### src/logic/dme_pkg.sv
/*
 * Constants shared by the debug-state entry controller.
 * Assumes one system clock at 250 MHz and an active-low asynchronous reset.
 */
// Summary of operation
// - In the debug state the core's instruction fetch is stopped, except for instructions the debugger injects.
// - In the debug state the system clock keeps running and is gated only when stop mode is in effect.
// - Enabled peripherals keep running during the debug state unless stop mode is in effect.
// - If the core is in halt mode when the debug state is entered, halt is left with no software action.
// - While in the debug state with the watchdog enabled, the watchdog is refreshed every cycle.
// - The debug state is entered as soon as the core completes a breakpoint instruction.
// - On larger packages the debug pin is sampled in the last reset cycle and a low level enters the debug state at once.
`default_nettype none
package dme_pkg;
    // Debugger must hold the pin low this many cycles after reset
    localparam int unsigned DME_PIN_HOLD_CYCLES = 5000;
    // Reset value of the debug state flag
    localparam logic DME_DEBUG_RST = 1'b0;
    // Reset value of the halt flag
    localparam logic DME_HALT_RST = 1'b0;
    // Reset value of the registered reset request; reset counts as held
    localparam logic DME_SYS_RESET_SEEN_RST = 1'b1;
    // Reset value of the captured strap
    localparam logic DME_STRAP_RST = 1'b0;
    // Reset value of the resume pulse
    localparam logic DME_RESUME_RST = 1'b0;

    typedef enum logic [1:0] {
        DME_ST_RESET,
        DME_ST_RUN,
        DME_ST_DEBUG
    } dme_state_e;
endpackage
`default_nettype wire

### src/logic/dme_entry_sampler.sv
/*
 * Debug pin strap sampler.
 * Catches the debug pin level on the last clock cycle of system reset, that is
 * the cycle before the one in which the synchronous reset request falls.
 */
`timescale 1ns/100ps
`default_nettype none
module dme_entry_sampler
    import dme_pkg::*;
(
    // Clock and reset
    input wire logic clk,
    input wire logic rstn,
    // Reset sequencing
    input wire logic sys_reset,
    input wire logic large_package,
    input wire logic debug_pin,
    // Result
    output logic strap_debug
);
    logic sys_reset_q;
    logic strap_q;

    always_ff @(posedge clk or negedge rstn) begin
        if (!rstn) begin
            sys_reset_q <= DME_SYS_RESET_SEEN_RST;
        end else begin
            sys_reset_q <= sys_reset;
        end
    end

    // Sample only while reset is held; the value frozen is the last reset cycle
    always_ff @(posedge clk or negedge rstn) begin
        if (!rstn) begin
            strap_q <= DME_STRAP_RST;
        end else if (sys_reset) begin
            strap_q <= large_package && !debug_pin;
        end
    end

    // One-cycle pulse on the first cycle out of reset
    assign strap_debug = strap_q && sys_reset_q && !sys_reset;
endmodule // dme_entry_sampler
`default_nettype wire

### src/logic/dme_debug_ctrl.sv
/*
 * Debug state entry and behaviour controller.
 * Assumes the core reports breakpoint completion as a one-cycle pulse, the
 * debugger interface gives exit and injected-instruction strobes, and all
 * inputs are synchronous to clk.
 */
`timescale 1ns/100ps
`default_nettype none
module dme_debug_ctrl
    import dme_pkg::*;
(
    // Clock and reset
    input wire logic clk,
    input wire logic rstn,
    // Reset and package strap
    input wire logic sys_reset,
    input wire logic large_package,
    input wire logic debug_pin,
    // Core status
    input wire logic breakpoint_done,
    input wire logic halt_enter,
    input wire logic halt_wake,
    input wire logic stop_mode,
    input wire logic wdt_enable,
    // Onchip debugger commands
    input wire logic dbg_exec_req,
    input wire logic dbg_exit_req,
    // Core and system controls
    output logic fetch_enable,
    output logic halt_active,
    output logic sysclk_enable,
    output logic periph_enable,
    output logic wdt_refresh,
    output logic debug_active,
    output logic resume_pulse
);
    dme_state_e state_q;
    dme_state_e state_d;
    logic halt_q;
    logic resume_q;
    logic strap_debug;

    // ------------------------------------------------------------
    // Decoding helpers
    // ------------------------------------------------------------
    function automatic logic in_debug(input dme_state_e s);
        return s == DME_ST_DEBUG;
    endfunction

    function automatic logic in_run(input dme_state_e s);
        return s == DME_ST_RUN;
    endfunction

    // ------------------------------------------------------------
    // Strap capture
    // ------------------------------------------------------------
    dme_entry_sampler u_sampler (
        .clk(clk),
        .rstn(rstn),
        .sys_reset(sys_reset),
        .large_package(large_package),
        .debug_pin(debug_pin),
        .strap_debug(strap_debug)
    );

    // ------------------------------------------------------------
    // State machine
    // ------------------------------------------------------------
    always_comb begin
        state_d = state_q;
        case (state_q)
            DME_ST_RESET: begin
                if (!sys_reset) begin
                    state_d = strap_debug ? DME_ST_DEBUG : DME_ST_RUN;
                end
            end
            DME_ST_RUN: begin
                if (breakpoint_done) begin
                    state_d = DME_ST_DEBUG;
                end
            end
            DME_ST_DEBUG: begin
                // Breakpoints executed on debugger request do not re-enter
                if (dbg_exit_req) begin
                    state_d = DME_ST_RUN;
                end
            end
            default: begin
                state_d = DME_ST_RESET;
            end
        endcase
        if (sys_reset) begin
            state_d = DME_ST_RESET;
        end
    end

    always_ff @(posedge clk or negedge rstn) begin
        if (!rstn) begin
            state_q <= DME_ST_RESET;
        end else begin
            state_q <= state_d;
        end
    end

    // ------------------------------------------------------------
    // Halt tracking
    // ------------------------------------------------------------
    // Entering debug wins over a halt request in the same cycle
    always_ff @(posedge clk or negedge rstn) begin
        if (!rstn) begin
            halt_q <= DME_HALT_RST;
        end else if (sys_reset || in_debug(state_d)) begin
            halt_q <= 1'b0;
        end else if (halt_enter) begin
            halt_q <= 1'b1;
        end else if (halt_wake) begin
            // A wake landing with a new halt loses, so the new halt is kept
            halt_q <= 1'b0;
        end
    end

    // Resume pulse: the core restarts fetch at its current program counter
    always_ff @(posedge clk or negedge rstn) begin
        if (!rstn) begin
            resume_q <= DME_RESUME_RST;
        end else begin
            resume_q <= in_debug(state_q) && in_run(state_d);
        end
    end

    // ------------------------------------------------------------
    // Outputs
    // ------------------------------------------------------------
    assign debug_active = in_debug(state_q);
    assign halt_active = halt_q;
    assign fetch_enable = (in_run(state_q) && !halt_q)
                        || (debug_active && dbg_exec_req);
    assign sysclk_enable = !stop_mode;
    assign periph_enable = !stop_mode;
    assign wdt_refresh = debug_active && wdt_enable;
    assign resume_pulse = resume_q;
endmodule // dme_debug_ctrl
`default_nettype wire

### config.mk
export PLATFORM = sky130hd
export DESIGN_NAME = dme_debug_ctrl
export DESIGN_NICKNAME = d
export VERILOG_FILES = /design/src/logic/dme_pkg.sv /design/src/logic/dme_entry_sampler.sv /design/src/logic/dme_debug_ctrl.sv
export SDC_FILE = /design/constraint.sdc
export NUM_CORES = 1
export LEC_CHECK = 0
export ABC_AREA = 0
export BUFFER_PORTS_ARGS = -buffer_cell sky130_fd_sc_hd__buf_2
export CAP_MARGIN = 20
export CORE_AREA = 4 4 41 43
export DETAILED_ROUTE_END_ITERATION = 8
export DIE_AREA = 0 0 45 47
export PLACE_DENSITY = 0.49
export SLEW_MARGIN = 20
export SYNTH_ARGS = -nofsm -noshare
export SYNTH_HDL_FRONTEND = slang
export SYNTH_SLANG_ARGS = --single-unit
### constraint.sdc
create_clock -name clk -period 1.1 [get_ports clk]
set_input_delay 0.165 -clock clk [delete_from_list [all_inputs] [get_ports clk]]
set_output_delay 0.165 -clock clk [all_outputs]
set_load 0.01 [all_outputs]
# ---- After elaboration in Yosys (flattened, before gate mapping)
# Cells that the tools add are included.
dict set report word_totals {
  reg_bits 6
  inputBits 12
  wordCells 32
}
dict set report classes {
  n_eq_ne 4
  mux 8
  reduce_logical 15
}
# op count
set op_table {}
lappend op_table {{$mux 2} 4}
lappend op_table {{$logic_and 1x1->1} 7}
lappend op_table {{$pmux 2 s3} 1}
lappend op_table {{$eq 2x1->1 const B} 2}
lappend op_table {{$eq 2x2->1 const B} 2}
lappend op_table {{$logic_not 1->1} 4}
lappend op_table {{$mux 1} 3}
lappend op_table {{$reduce_bool 3->1} 1}
lappend op_table {{$logic_not 2->1} 1}
lappend op_table {{$logic_or 1x1->1} 2}

# ---- Depth between registers and ports, before layout
# Gate-level depths: netlist of the first run.
dict set report logic_depth {
  ltp_word 8
  ltp_mapped 3
  depth_no_buf 3
}

# ---- By module
# Synthesis of the first run repeated with hierarchy kept, for this count alone.
dict set report hier_totals {
  hier_cells 29
  hier_area_um2 296.5
}
# mod instances cells_per_inst area_each_um2
set modules_own_cells {}
lappend modules_own_cells {dme_debug_ctrl 1 23 216.5}
lappend modules_own_cells {dme_entry_sampler 1 6 80.1}

# ---- Worst setup path before layout of the first run
# OpenSTA, ideal clock, no wires.
dict set report synth_timing {
  path_type {register -> register}
  start {register state_q[0]}
  end {register halt_q, in the netlist halt_active}
  arrival_time_ns 1.079
  required_ns 0.977
  path_slack_ns -0.101
  stages_incl_launch_ff 4
  n_path_buf 0
  period_less_slack_ns 1.201
  path_cell_list {dfrtp_1 > or4b_1 > o211ai_2 > nor3_1}
}
dict set report synth_via {
  elab_chain_cells 6
  elab_cells_between_ends 11
  cone_classes {eq/ne (3); mux (5); reduce/logical (3)}
}
# item line
set synth_lines {}
lappend synth_lines {{start: declaration} dme_debug_ctrl.sv:37} ;# dme_state_e state_q;
lappend synth_lines {{start signal: assignment} dme_debug_ctrl.sv:101} ;# state_q <= state_d;
lappend synth_lines {{$eq 2x2->1 (tied with other cells)} dme_debug_ctrl.sv:71} ;# case (state_q)
lappend synth_lines {{$pmux 2 s3 (*)} dme_debug_ctrl.sv:71}
lappend synth_lines {{$mux 2 (*)} dme_debug_ctrl.sv:92} ;# if (sys_reset) begin
lappend synth_lines {{via state_d[1]} dme_debug_ctrl.sv:38} ;# dme_state_e state_d;
lappend synth_lines {{$eq 2x2->1 (*)} dme_debug_ctrl.sv:47} ;# return s == DME_ST_DEBUG;
lappend synth_lines {{$logic_or 1x1->1 (*)} dme_debug_ctrl.sv:112} ;# end else if (sys_reset || in_debug(state_d)) begin
lappend synth_lines {{$reduce_bool 3->1 (no line) / $mux 1 (equally long branches)} --}
lappend synth_lines {{end signal: assignment} dme_debug_ctrl.sv:111} ;# halt_q <= DME_HALT_RST;
lappend synth_lines {{end signal: assignment} dme_debug_ctrl.sv:113} ;# halt_q <= 1'b0;
lappend synth_lines {{end signal: assignment} dme_debug_ctrl.sv:115} ;# halt_q <= 1'b1;
lappend synth_lines {{end: declaration} dme_debug_ctrl.sv:39} ;# logic halt_q;
# The timed path passes the listed nets; every way through them passes the cells marked *.
# A chain may end at the register's enable or synchronous reset.

# ---- Worst setup path in the final report of the first run
dict set report layout_timing {
  start {register state_q[1]}
  end {register halt_q, in the netlist halt_active}
}
dict set report layout_via {
  elab_chain_cells 6
  elab_cells_between_ends 11
  cone_classes {eq/ne (3); mux (5); reduce/logical (3)}
}
# item line
set layout_lines {}
lappend layout_lines {{$eq 2x2->1 (tied with other cells)} dme_debug_ctrl.sv:71}
lappend layout_lines {{$pmux 2 s3 (*)} dme_debug_ctrl.sv:71}
lappend layout_lines {{$mux 2 (*)} dme_debug_ctrl.sv:92}
lappend layout_lines {{via state_d[1]} dme_debug_ctrl.sv:38}
lappend layout_lines {{$eq 2x2->1 (*)} dme_debug_ctrl.sv:47}
lappend layout_lines {{$logic_or 1x1->1 (*)} dme_debug_ctrl.sv:112}
lappend layout_lines {{$reduce_bool 3->1 (no line) / $mux 1 (equally long branches)} --}
# Marks and branches as above.

==> flow_summary_export.csv, run 1 <==
group,metric,value,unit
die,initial_utilization,22.69,%
final_layout,fin_area,535.5,um^2
final_layout,final_nets,69,
worst_setup_path,crit_end,"halt_active$_DFFE_PN0P_",
placed_design,dp_hpwl,577.5,um
cts,clock_latency,0.24,ns
placed_design,dp.cells,64,
timing,worstMarginPinSlew,0.2735,ns
worst_setup_path,required,1.23,ns
worst_setup_path,worstPathCellList,"buf_4 -> or4bb_1 -> o211ai_2 -> nor3_1",
worst_setup_path,rrSetupSlack,-0.23,ns
route,wl_per_cell,11.28,um
logic_synthesis,synth_fp_nets,40,
final_layout,diodes,0,
final_layout,area_growth,81.36,%
worst_setup_path,worstSetupStartpointType,"flip-flop",
min_path,hold_path.class,"input pin to flip-flop",
placed_design,postPlaceCellArea,426.7,um^2
worst_setup_path,cp_slowest_cell,"or4bb_1",
logic_synthesis,synth_area,295.3,um^2
logic_synthesis,synthCells,28,
die,rows,13,
logic_synthesis,synth.ff_latch_count,6,
power,power_density,1183,mW/mm^2
die,die_w,45,um
cts,cts_sinks,6,
global_route,grt_first_pass_wirelength,1.214,mm
worst_setup_path,crit_cells,4,
logic_synthesis,ys_warn_count,0,
cts,cts_buffers,3,
worst_setup_path,r2r_start,"state_q[1]$_DFF_PN0_",
cts,cts_tree,"yes",
logic_synthesis,syn_area_per_cell,10.55,um^2
power,swShare,25.68,%
route,totalWireLength,801,um
power,p_total,633.5,uW
power,peakVddDrop,0.4921,mV
worst_setup_path,path_buf_inv,1,
die,ios,19,
die,core-area,0.001301,mm^2
final_layout,fillers,140,
global_route,grt_max_degree,8,
timing,finalWorstSetupSlack,-0.2301,ns
route,antenna_left,0,
timing,drv_slew,0,
power,pwr-share-seq,41.2,%
timing,whs,0.09844,ns
cts,clockRootBuffer,"clkbuf_4",
route,first_iter_violations,1,
timing,slew_headroom,81.73,%
worst_setup_path,crit_family,"simple AND/OR/NAND/NOR gates",
power,switchingPower,162.7,uW
timing,fin_crit,1.330,ns
die,die_area,0.002115,mm^2
timing,skew,0.005431,ns
final_layout,fin_cells,71,
final_layout,drive_gt1_share,64.29,%
timing,rsz0062_at_grt,"yes",
job,maxCapViolCount,0,
worst_setup_path,crit_type,"flip-flop to flip-flop",
logic_synthesis,yosys.cell_types.count,20,
global_route,grt_util_all_layers,8.758,%
placed_design,gp_congestion,0.6845,
worst_setup_path,cp-startpoint,"state_q[1]$_DFF_PN0_",
worst_setup_path,reg2reg_depth,4,
route,dr.pass1.iters,2,
die,die_h,47,um
cts,ctsHtreeMaxLevel,1,
cts,clockBufferDepth,2,
power,p_int,470.8,uW
worst_setup_path,timing.rr.end,"halt_active$_DFFE_PN0P_",
status,status,"finished, violations left",
worst_setup_path,path_max_fanout,4,
timing,period_share,120.9,%
placed_design,port_buffers,18,
power,leakagePower,0.0002710,uW
cts,clkTransAtPathRegs,0.05,ns
global_route,antenna_found_initial,0,
timing,hold_viol,0,
logic_synthesis,seq_area_frac_synth,51.27,%
route,drc,0,
global_route,grt_pass1_vias,271,
power,p_comb_share,24.5,%
global_route,grt-ovfl-total,0,
timing,max_freq,0.7518,GHz
status,violations,"setup timing",
timing,setup_violations,6,
route,viasPerCell,4.183,
worst_setup_path,critPathMaxStageDelay,0.48,ns
worst_setup_path,worstSetupEndpointType,"flip-flop",
power,p_clk_share,34.3,%
route,num_vias,297,
worst_setup_path,critPathArrivalTime,1.46,ns
## power groups by stage
stage	registers (uW)	logic [uW]	clock network (uW)
2_1_floorplan	256	49.0	0
3_3_place_gp	257	115	0
3_5_place_dp	257	116	0
4_1_cts	262	136	232
5_1_grt	265	171	245
6_report	261	155	218
## cells in the mapped netlist
| master | count | share of area, % |
|---|---|---|
| or4bb_1 | 1 | 3.8 |
| nor3_1 | 1 | 1.7 |
| dfstp_2 | 1 | 8.9 |
| nand4bb_1 | 1 | 3.8 |
| o31ai_1 | 1 | 2.5 |
| o211ai_2 | 1 | 4.2 |
| nand2b_1 | 1 | 2.1 |
| and2_1 | 1 | 2.1 |
| buf_4 | 1 | 2.5 |
| nand2_1 | 2 | 2.5 |
| nor2_1 | 1 | 1.3 |
| dfrtp_1 | 5 | 42 |
| inv_1 | 4 | 5.1 |
| or4b_1 | 1 | 3.4 |
| and3b_1 | 1 | 3.0 |
| a31oi_1 | 1 | 2.1 |
| o22ai_1 | 1 | 2.1 |
| nor3b_1 | 1 | 2.5 |
| a21oi_1 | 1 | 1.7 |
| nor2b_1 | 1 | 2.1 |
## per-stage QoR
step | setup WS (ns) | utilization (%) | setup TNS [ns]
final | -0.2301 | 41.15 | -0.9198
after global routing | -0.2721 | 41.15 | -1.265
after CTS | -0.1967 | 38.94 | -0.6507
after global placement | -0.08663 | 32.79 | -0.1664
after floorplan | -0.04903 | - | -0.04903
after detailed placement | -0.1019 | 32.79 | -0.2207
## cell type report
type / count / area [um^2] / share of cell area (%)
clock buffer: 4 / 26.28 / 4.907
inverter: 4 / 15.01 / 2.804
multi-input combinational: 17 / 158.9 / 29.67
sequential: 6 / 153.9 / 28.74
tap: 15 / 18.77 / 3.505
timing repair buffer: 25 / 162.7 / 30.37
## worst min path at each step
stage	startpoint	to	slack, ns	cells after the start
global route	debug_pin	u_sampler.strap_q$_DFFE_PN0P_	0.08	2
global placement	rstn	u_sampler.strap_q$_DFFE_PN0P_	-0.008	1
detailed placement	rstn	resume_pulse$_DFF_PN0_	-0.006	1
CTS	debug_pin	u_sampler.strap_q$_DFFE_PN0P_	0.09	2
finish	debug_pin	u_sampler.strap_q$_DFFE_PN0P_	0.1	2
floorplan	rstn	halt_active$_DFFE_PN0P_	-0.13	0
## layout by cell type, fill, tap and decap left out, types with 2 or more instances in the layout
master     n
clkbuf_4   3
buf_6      4
inv_1      4
dfrtp_1    3
buf_2     17
buf_4      3
dfrtp_2    2
## cell families after synthesis
family,after synthesis,synth area share [%]
buffers and inverters,5,7.627
and+or+nand+nor,12,28.39
DFF,6,51.27
AOI/OAI and AO/OA,5,12.71
## worst register-to-register path, cell delays in order, from the launching register on
cell and delay, ns:
dfrtp_2 0.43, buf_4 0.15, or4bb_1 0.48, o211ai_2 0.09, nor3_1 0.07
## state kept, by name, summed over array words and instances, names as in the netlist
name,cells
resume_pulse,1
u_sampler.sys_reset_q,1
halt_active,1
state_q,2
u_sampler.strap_q,1
## timing repair
item                       CTS  global route
resized for setup            7             5
pin swaps                    5             1
buffers inserted             1             1
setup endpoints to repair    6             7
hold endpoints to repair     6             0
hold buffers                 1             0
gates cloned                 0             0
## metal layers
metal	track usage (%)	vias to the layer above	routed length [um]	share of wire, %
met5	0	-	0	0
met4	8.772	0	0	0
met3	3.831	0	86	11
met2	9.887	16	346	43
met1	11.63	127	368	46
li1	-	154	-	-
No activity file was read; power rests on OpenSTA's default activity.
==> inputs of run 2 (changes only) <==
CORE_AREA = 8 8 45 47   (was 4 4 41 43)
DIE_AREA = 0 0 53 55   (was 0 0 45 47)
==> flow_summary_export.csv, run 2 (same netlist as run 1, synthesis figures left out) <==
group,metric,value,unit
final_layout,top_register,"state_q",
route,dr.pass1.iters,1,
global_route,grt_pass1_vias,308,
die,die_h,55,um
worst_setup_path,required,1.23,ns
min_path,hold_path.class,"input pin to flip-flop",
worst_setup_path,cp-startpoint,"state_q[0]$_DFF_PN0_",
timing,rsz0062_at_grt,"yes",
timing,hold_viol,0,
final_layout,layout_common_cells,"buf_2, buf_4, inv_1, clkbuf_4, dfrtp_1",
power,peakVddDrop,0.5557,mV
final_layout,final_nets,69,
global_route,grt_util_all_layers,6.476,%
job,maxCapViolCount,0,
final_layout,fin_cells,72,
die,core-area,0.001384,mm^2
timing,fin_setup_tns,-0.6833,ns
route,viasPerCell,4.236,
timing,drv_slew,0,
final_layout,largest_register_ffs,2,
placed_design,post-place-ws,-0.08055,ns
status,status,"finished, violations left",
placed_design,gp_congestion,0.6559,
final_layout,fillers,149,
cts,ctsHtreeMaxLevel,1,
cts,clockRootBuffer,"clkbuf_4",
timing,max_freq,0.7772,GHz
die,ios,19,
worst_setup_path,worstSetupEndpointType,"flip-flop",
cts,cts_sinks,6,
die,rows,14,
timing,setup_violations,5,
worst_setup_path,crit_type,"flip-flop to flip-flop",
route,wl_per_cell,11.17,um
worst_setup_path,worstSetupStartpointType,"flip-flop",
worst_setup_path,r2r_start,"state_q[0]$_DFF_PN0_",
cts,clkTransAtPathRegs,0.05,ns
global_route,grt_first_pass_wirelength,1.352,mm
die,die_area,0.002915,mm^2
placed_design,dp.cells,65,
worst_setup_path,rrSetupSlack,-0.19,ns
timing,period_share,117.0,%
status,violations,"setup timing",
placed_design,dp_hpwl,648,um
power,power_density,1221,mW/mm^2
timing,worstMarginPinSlew,0.1627,ns
route,totalWireLength,804,um
timing,finalWorstSetupSlack,-0.1866,ns
final_layout,diodes,0,
final_layout,layout_commonest_cell,"buf_2",
final_layout,fin_util,37.07,%
worst_setup_path,reg2reg_depth,4,
global_route,grt-ovfl-total,0,
route,drc,0,
cts,cts_buffers,3,
cts,clock_latency,0.24,ns
route,num_vias,305,
worst_setup_path,critPathArrivalTime,1.42,ns
placed_design,port_buffers,18,
route,first_iter_violations,0,
power,leakagePower,0.0002695,uW
route,antenna_left,0,
worst_setup_path,path_max_fanout,3,
die,die_w,53,um
cts,clockBufferDepth,2,
timing,whs,0.09749,ns
timing,skew,0.007471,ns
timing,fin_crit,1.287,ns
global_route,antenna_found_initial,0,
global_route,grt_max_degree,7,
final_layout,area_growth,73.73,%
die,initial_utilization,21.34,%
worst_setup_path,timing.rr.end,"halt_active$_DFFE_PN0P_",
cts,cts_tree,"yes",
final_layout,drive_gt1_share,66.07,%
timing,slew_headroom,89.12,%
worst_setup_path,crit_end,"halt_active$_DFFE_PN0P_",
-- run 2: worst min-delay path by stage --
stage	start	end	cells after the start
floorplan	rstn	halt_active$_DFFE_PN0P_	0
global placement	rstn	state_q[0]$_DFF_PN0_	1
detailed placement	rstn	resume_pulse$_DFF_PN0_	1
CTS	debug_pin	u_sampler.strap_q$_DFFE_PN0P_	2
global route	debug_pin	u_sampler.strap_q$_DFFE_PN0P_	2
finish	debug_pin	u_sampler.strap_q$_DFFE_PN0P_	2
-- run 2: worst max-delay path, stage by stage (launching register included) --
cell	delay, ns
dfrtp_2	0.43
buf_6	0.13
or4b_4	0.47
o211ai_2	0.09
nor3_2	0.06
-- run 2: layout make-up --
class / instances / area, um^2 / share of cell area [%]
inverters: 4 / 15.01 / 2.927
repair buffers: 25 / 152.6 / 29.76
flip-flops and latches: 6 / 153.9 / 30.00
multi-input cells: 17 / 145.1 / 28.29
well taps: 16 / 20.02 / 3.902
clock buffers: 4 / 26.28 / 5.122
-- run 2: report_power, final --
group	total, uW	switching [uW]	internal, uW
registers	258	17.3	240
clock network	219	81.8	138
logic	150	61.9	87.7
total	627	161	466
-- run 2: metal layers --
layer / routed length (um) / track usage [%] / vias up / part of all wire (%)
li1: - / - / 156 / -
met1: 330 / 7.385 / 135 / 41
met2: 354 / 9.375 / 12 / 44
met3: 108 / 2.674 / 2 / 13
met4: 10 / 5.172 / 0 / 1.2
met5: 0 / 0 / - / 0
-- run 2: timing repair --
item / in CTS / in global routing
endpoints found under the setup margin: 4 / 6
endpoints found under the hold margin: 6 / 0
resized for setup: 4 / 7
setup buffers: 2 / 0
hold buffers: 1 / 0
pin swaps: 1 / 3
-- run 2: stage by stage --
step / cell area (um^2) / total power, uW
CTS: 490.5 / 627.3
floorplan: 295.3 / 305.3
detailed placement: 427.9 / 374.0
finish: 513.0 / 626.6
global route: 513.0 / 670.2
global placement: 427.9 / 373.7
==> inputs of run 3 (changes only) <==
BUFFER_PORTS_ARGS = not set   (was -buffer_cell sky130_fd_sc_hd__buf_2)
DONT_BUFFER_PORTS = 1   (was not set)
PLACE_DENSITY = 0.36   (was 0.49)
==> flow_summary_export.csv, run 3 (same netlist as run 1, synthesis figures left out) <==
group,metric,value,unit
final_layout,fin_area,494.2,um^2
worst_setup_path,critPathArrivalTime,1.46,ns
worst_setup_path,rrSetupSlack,-0.23,ns
final_layout,largest_register_ffs,2,
final_layout,layout_commonest_cell,"buf_4",
timing,finalWorstSetupSlack,-0.2275,ns
final_layout,drive_gt1_share,52.27,%
global_route,grt-ovfl-total,0,
timing,fin_crit,1.327,ns
power,pwr-share-seq,40.6,%
cts,clockRootBuffer,"clkbuf_4",
route,wl_per_cell,15.97,um
final_layout,final_nets,57,
worst_setup_path,critPathMaxStageDelay,0.48,ns
worst_setup_path,crit_type,"flip-flop to flip-flop",
power,swShare,25.69,%
route,viasPerCell,4.500,
worst_setup_path,worstSetupStartpointType,"flip-flop",
worst_setup_path,timing.rr.end,"halt_active$_DFFE_PN0P_",
worst_setup_path,reg2reg_depth,4,
power,p_clk_share,35.0,%
timing,period_share,120.7,%
placed_design,port_buffers,0,
worst_setup_path,worstPathCellList,"buf_4 -> or4b_4 -> o211ai_2 -> nor3_1",
worst_setup_path,r2r_start,"state_q[0]$_DFF_PN0_",
timing,setup_violations,6,
power,switchingPower,163.1,uW
timing,hold_viol,0,
route,num_vias,270,
worst_setup_path,cp_slowest_cell,"or4b_4",
placed_design,postPlaceCellArea,360.3,um^2
status,violations,"setup timing",
power,p_int,471.8,uW
power,power_density,1285,mW/mm^2
global_route,grt_pass1_vias,308,
cts,cts_tree,"yes",
die,die_area,0.002915,mm^2
final_layout,area_growth,67.37,%
global_route,antenna_found_initial,0,
final_layout,diodes,0,
placed_design,gp_congestion,0.6928,
cts,clockBufferDepth,2,
die,rows,14,
die,die_h,55,um
final_layout,top_register,"state_q",
die,initial_utilization,21.34,%
status,status,"finished, violations left",
cts,cts_buffers,3,
worst_setup_path,worstSetupEndpointType,"flip-flop",
cts,clkTransAtPathRegs,0.05,ns
min_path,hold_path.class,"input pin to flip-flop",
timing,skew,0.01126,ns
placed_design,dp_hpwl,627.4,um
timing,max_freq,0.7533,GHz
route,dr.pass1.iters,2,
power,p_comb_share,24.3,%
timing,rsz0062_at_grt,"yes",
worst_setup_path,path_max_fanout,3,
timing,drv_slew,0,
cts,cts_sinks,6,
route,drc,0,
timing,slew_headroom,81.01,%
die,core-area,0.001384,mm^2
global_route,grt_first_pass_wirelength,1.428,mm
timing,worstMarginPinSlew,0.2839,ns
job,maxCapViolCount,0,
global_route,grt_util_all_layers,7.249,%
cts,ctsHtreeMaxLevel,1,
route,antenna_left,0,
worst_setup_path,crit_end,"halt_active$_DFFE_PN0P_",
placed_design,post-place-ws,-0.07211,ns
power,peakVddDrop,0.4975,mV
die,ios,19,
die,die_w,53,um
cts,clock_latency,0.25,ns
final_layout,layout_common_cells,"buf_4, inv_1, dfrtp_1",
route,first_iter_violations,1,
power,leakagePower,0.0002277,uW
route,totalWireLength,958,um
global_route,grt_max_degree,8,
worst_setup_path,cp-startpoint,"state_q[0]$_DFF_PN0_",
worst_setup_path,required,1.23,ns
## run 3: how the worst min path moves through the flow
| stage | from | to | slack (ns) | cells past startpoint |
|---|---|---|---|---|
| final | sys_reset | u_sampler.strap_q$_DFFE_PN0P_ | 0.02 | 1 |
| after global routing | sys_reset | u_sampler.strap_q$_DFFE_PN0P_ | 0.006 | 1 |
| after CTS | sys_reset | u_sampler.strap_q$_DFFE_PN0P_ | 0.006 | 1 |
| after detailed placement | rstn | state_q[0]$_DFF_PN0_ | -0.13 | 0 |
| after global placement | rstn | resume_pulse$_DFF_PN0_ | -0.13 | 0 |
| after floorplan | rstn | halt_active$_DFFE_PN0P_ | -0.13 | 0 |
## run 3: what timing repair did
| action | in CTS | in global routing |
|---|---|---|
| endpoints found under the hold margin | 10 | 0 |
| hold buffers | 3 | 0 |
| gates resized for setup | 5 | 6 |
| setup endpoints to repair | 4 | 6 |
| setup buffers | 3 | 0 |
| pin swaps | 2 | 0 |
## run 3: metal layers
layer	up-vias	wire, um	part of all wire (%)	track usage, %
li1	129	-	-	-
met3	2	107	11	4.011
met4	0	9	0.94	6.466
met5	-	0	0	0
met2	10	524	55	11.91
met1	129	316	33	6.317
## run 3: cell type report
type,instances,area (um^2)
clock buffers,4,26.28
fillers,150,889.6
inverters,4,15.01
multi-input cells,17,167.7
flip-flops and latches,6,152.6
well taps,16,20.02
repair buffers,13,112.6
## run 3: worst max-delay path: cells and delay by family (launching register included)
family	cells	cell delay, ns
buf+inv	1	0.15
compound gates	1	0.09
flops	1	0.43
simple gates	2	0.55
## run 3: through the flow
step / setup TNS, ns / total power (uW) / utilization (%) / hold slack [ns] / cells
floorplan: -0.04903 / 305.3 / - / -0.1306 / 28
global placement: -0.1088 / 351.5 / 26.04 / -0.1304 / 50
detailed placement: -0.09783 / 351.8 / 26.04 / -0.1304 / 50
CTS: -0.7379 / 631.1 / 34.00 / 0.005513 / 60
global route: -1.017 / 671.8 / 35.71 / 0.006031 / 60
finish: -0.6664 / 635.0 / 35.71 / 0.01728 / 60
## run 3: power by group through the flow
stage / logic, uW / registers [uW] / clock network (uW)
final: 155 / 258 / 222
after global routing: 167 / 260 / 245
after CTS: 141 / 254 / 235
after detailed placement: 96.6 / 255 / 0
after global placement: 96.4 / 255 / 0
after floorplan: 49.0 / 256 / 0
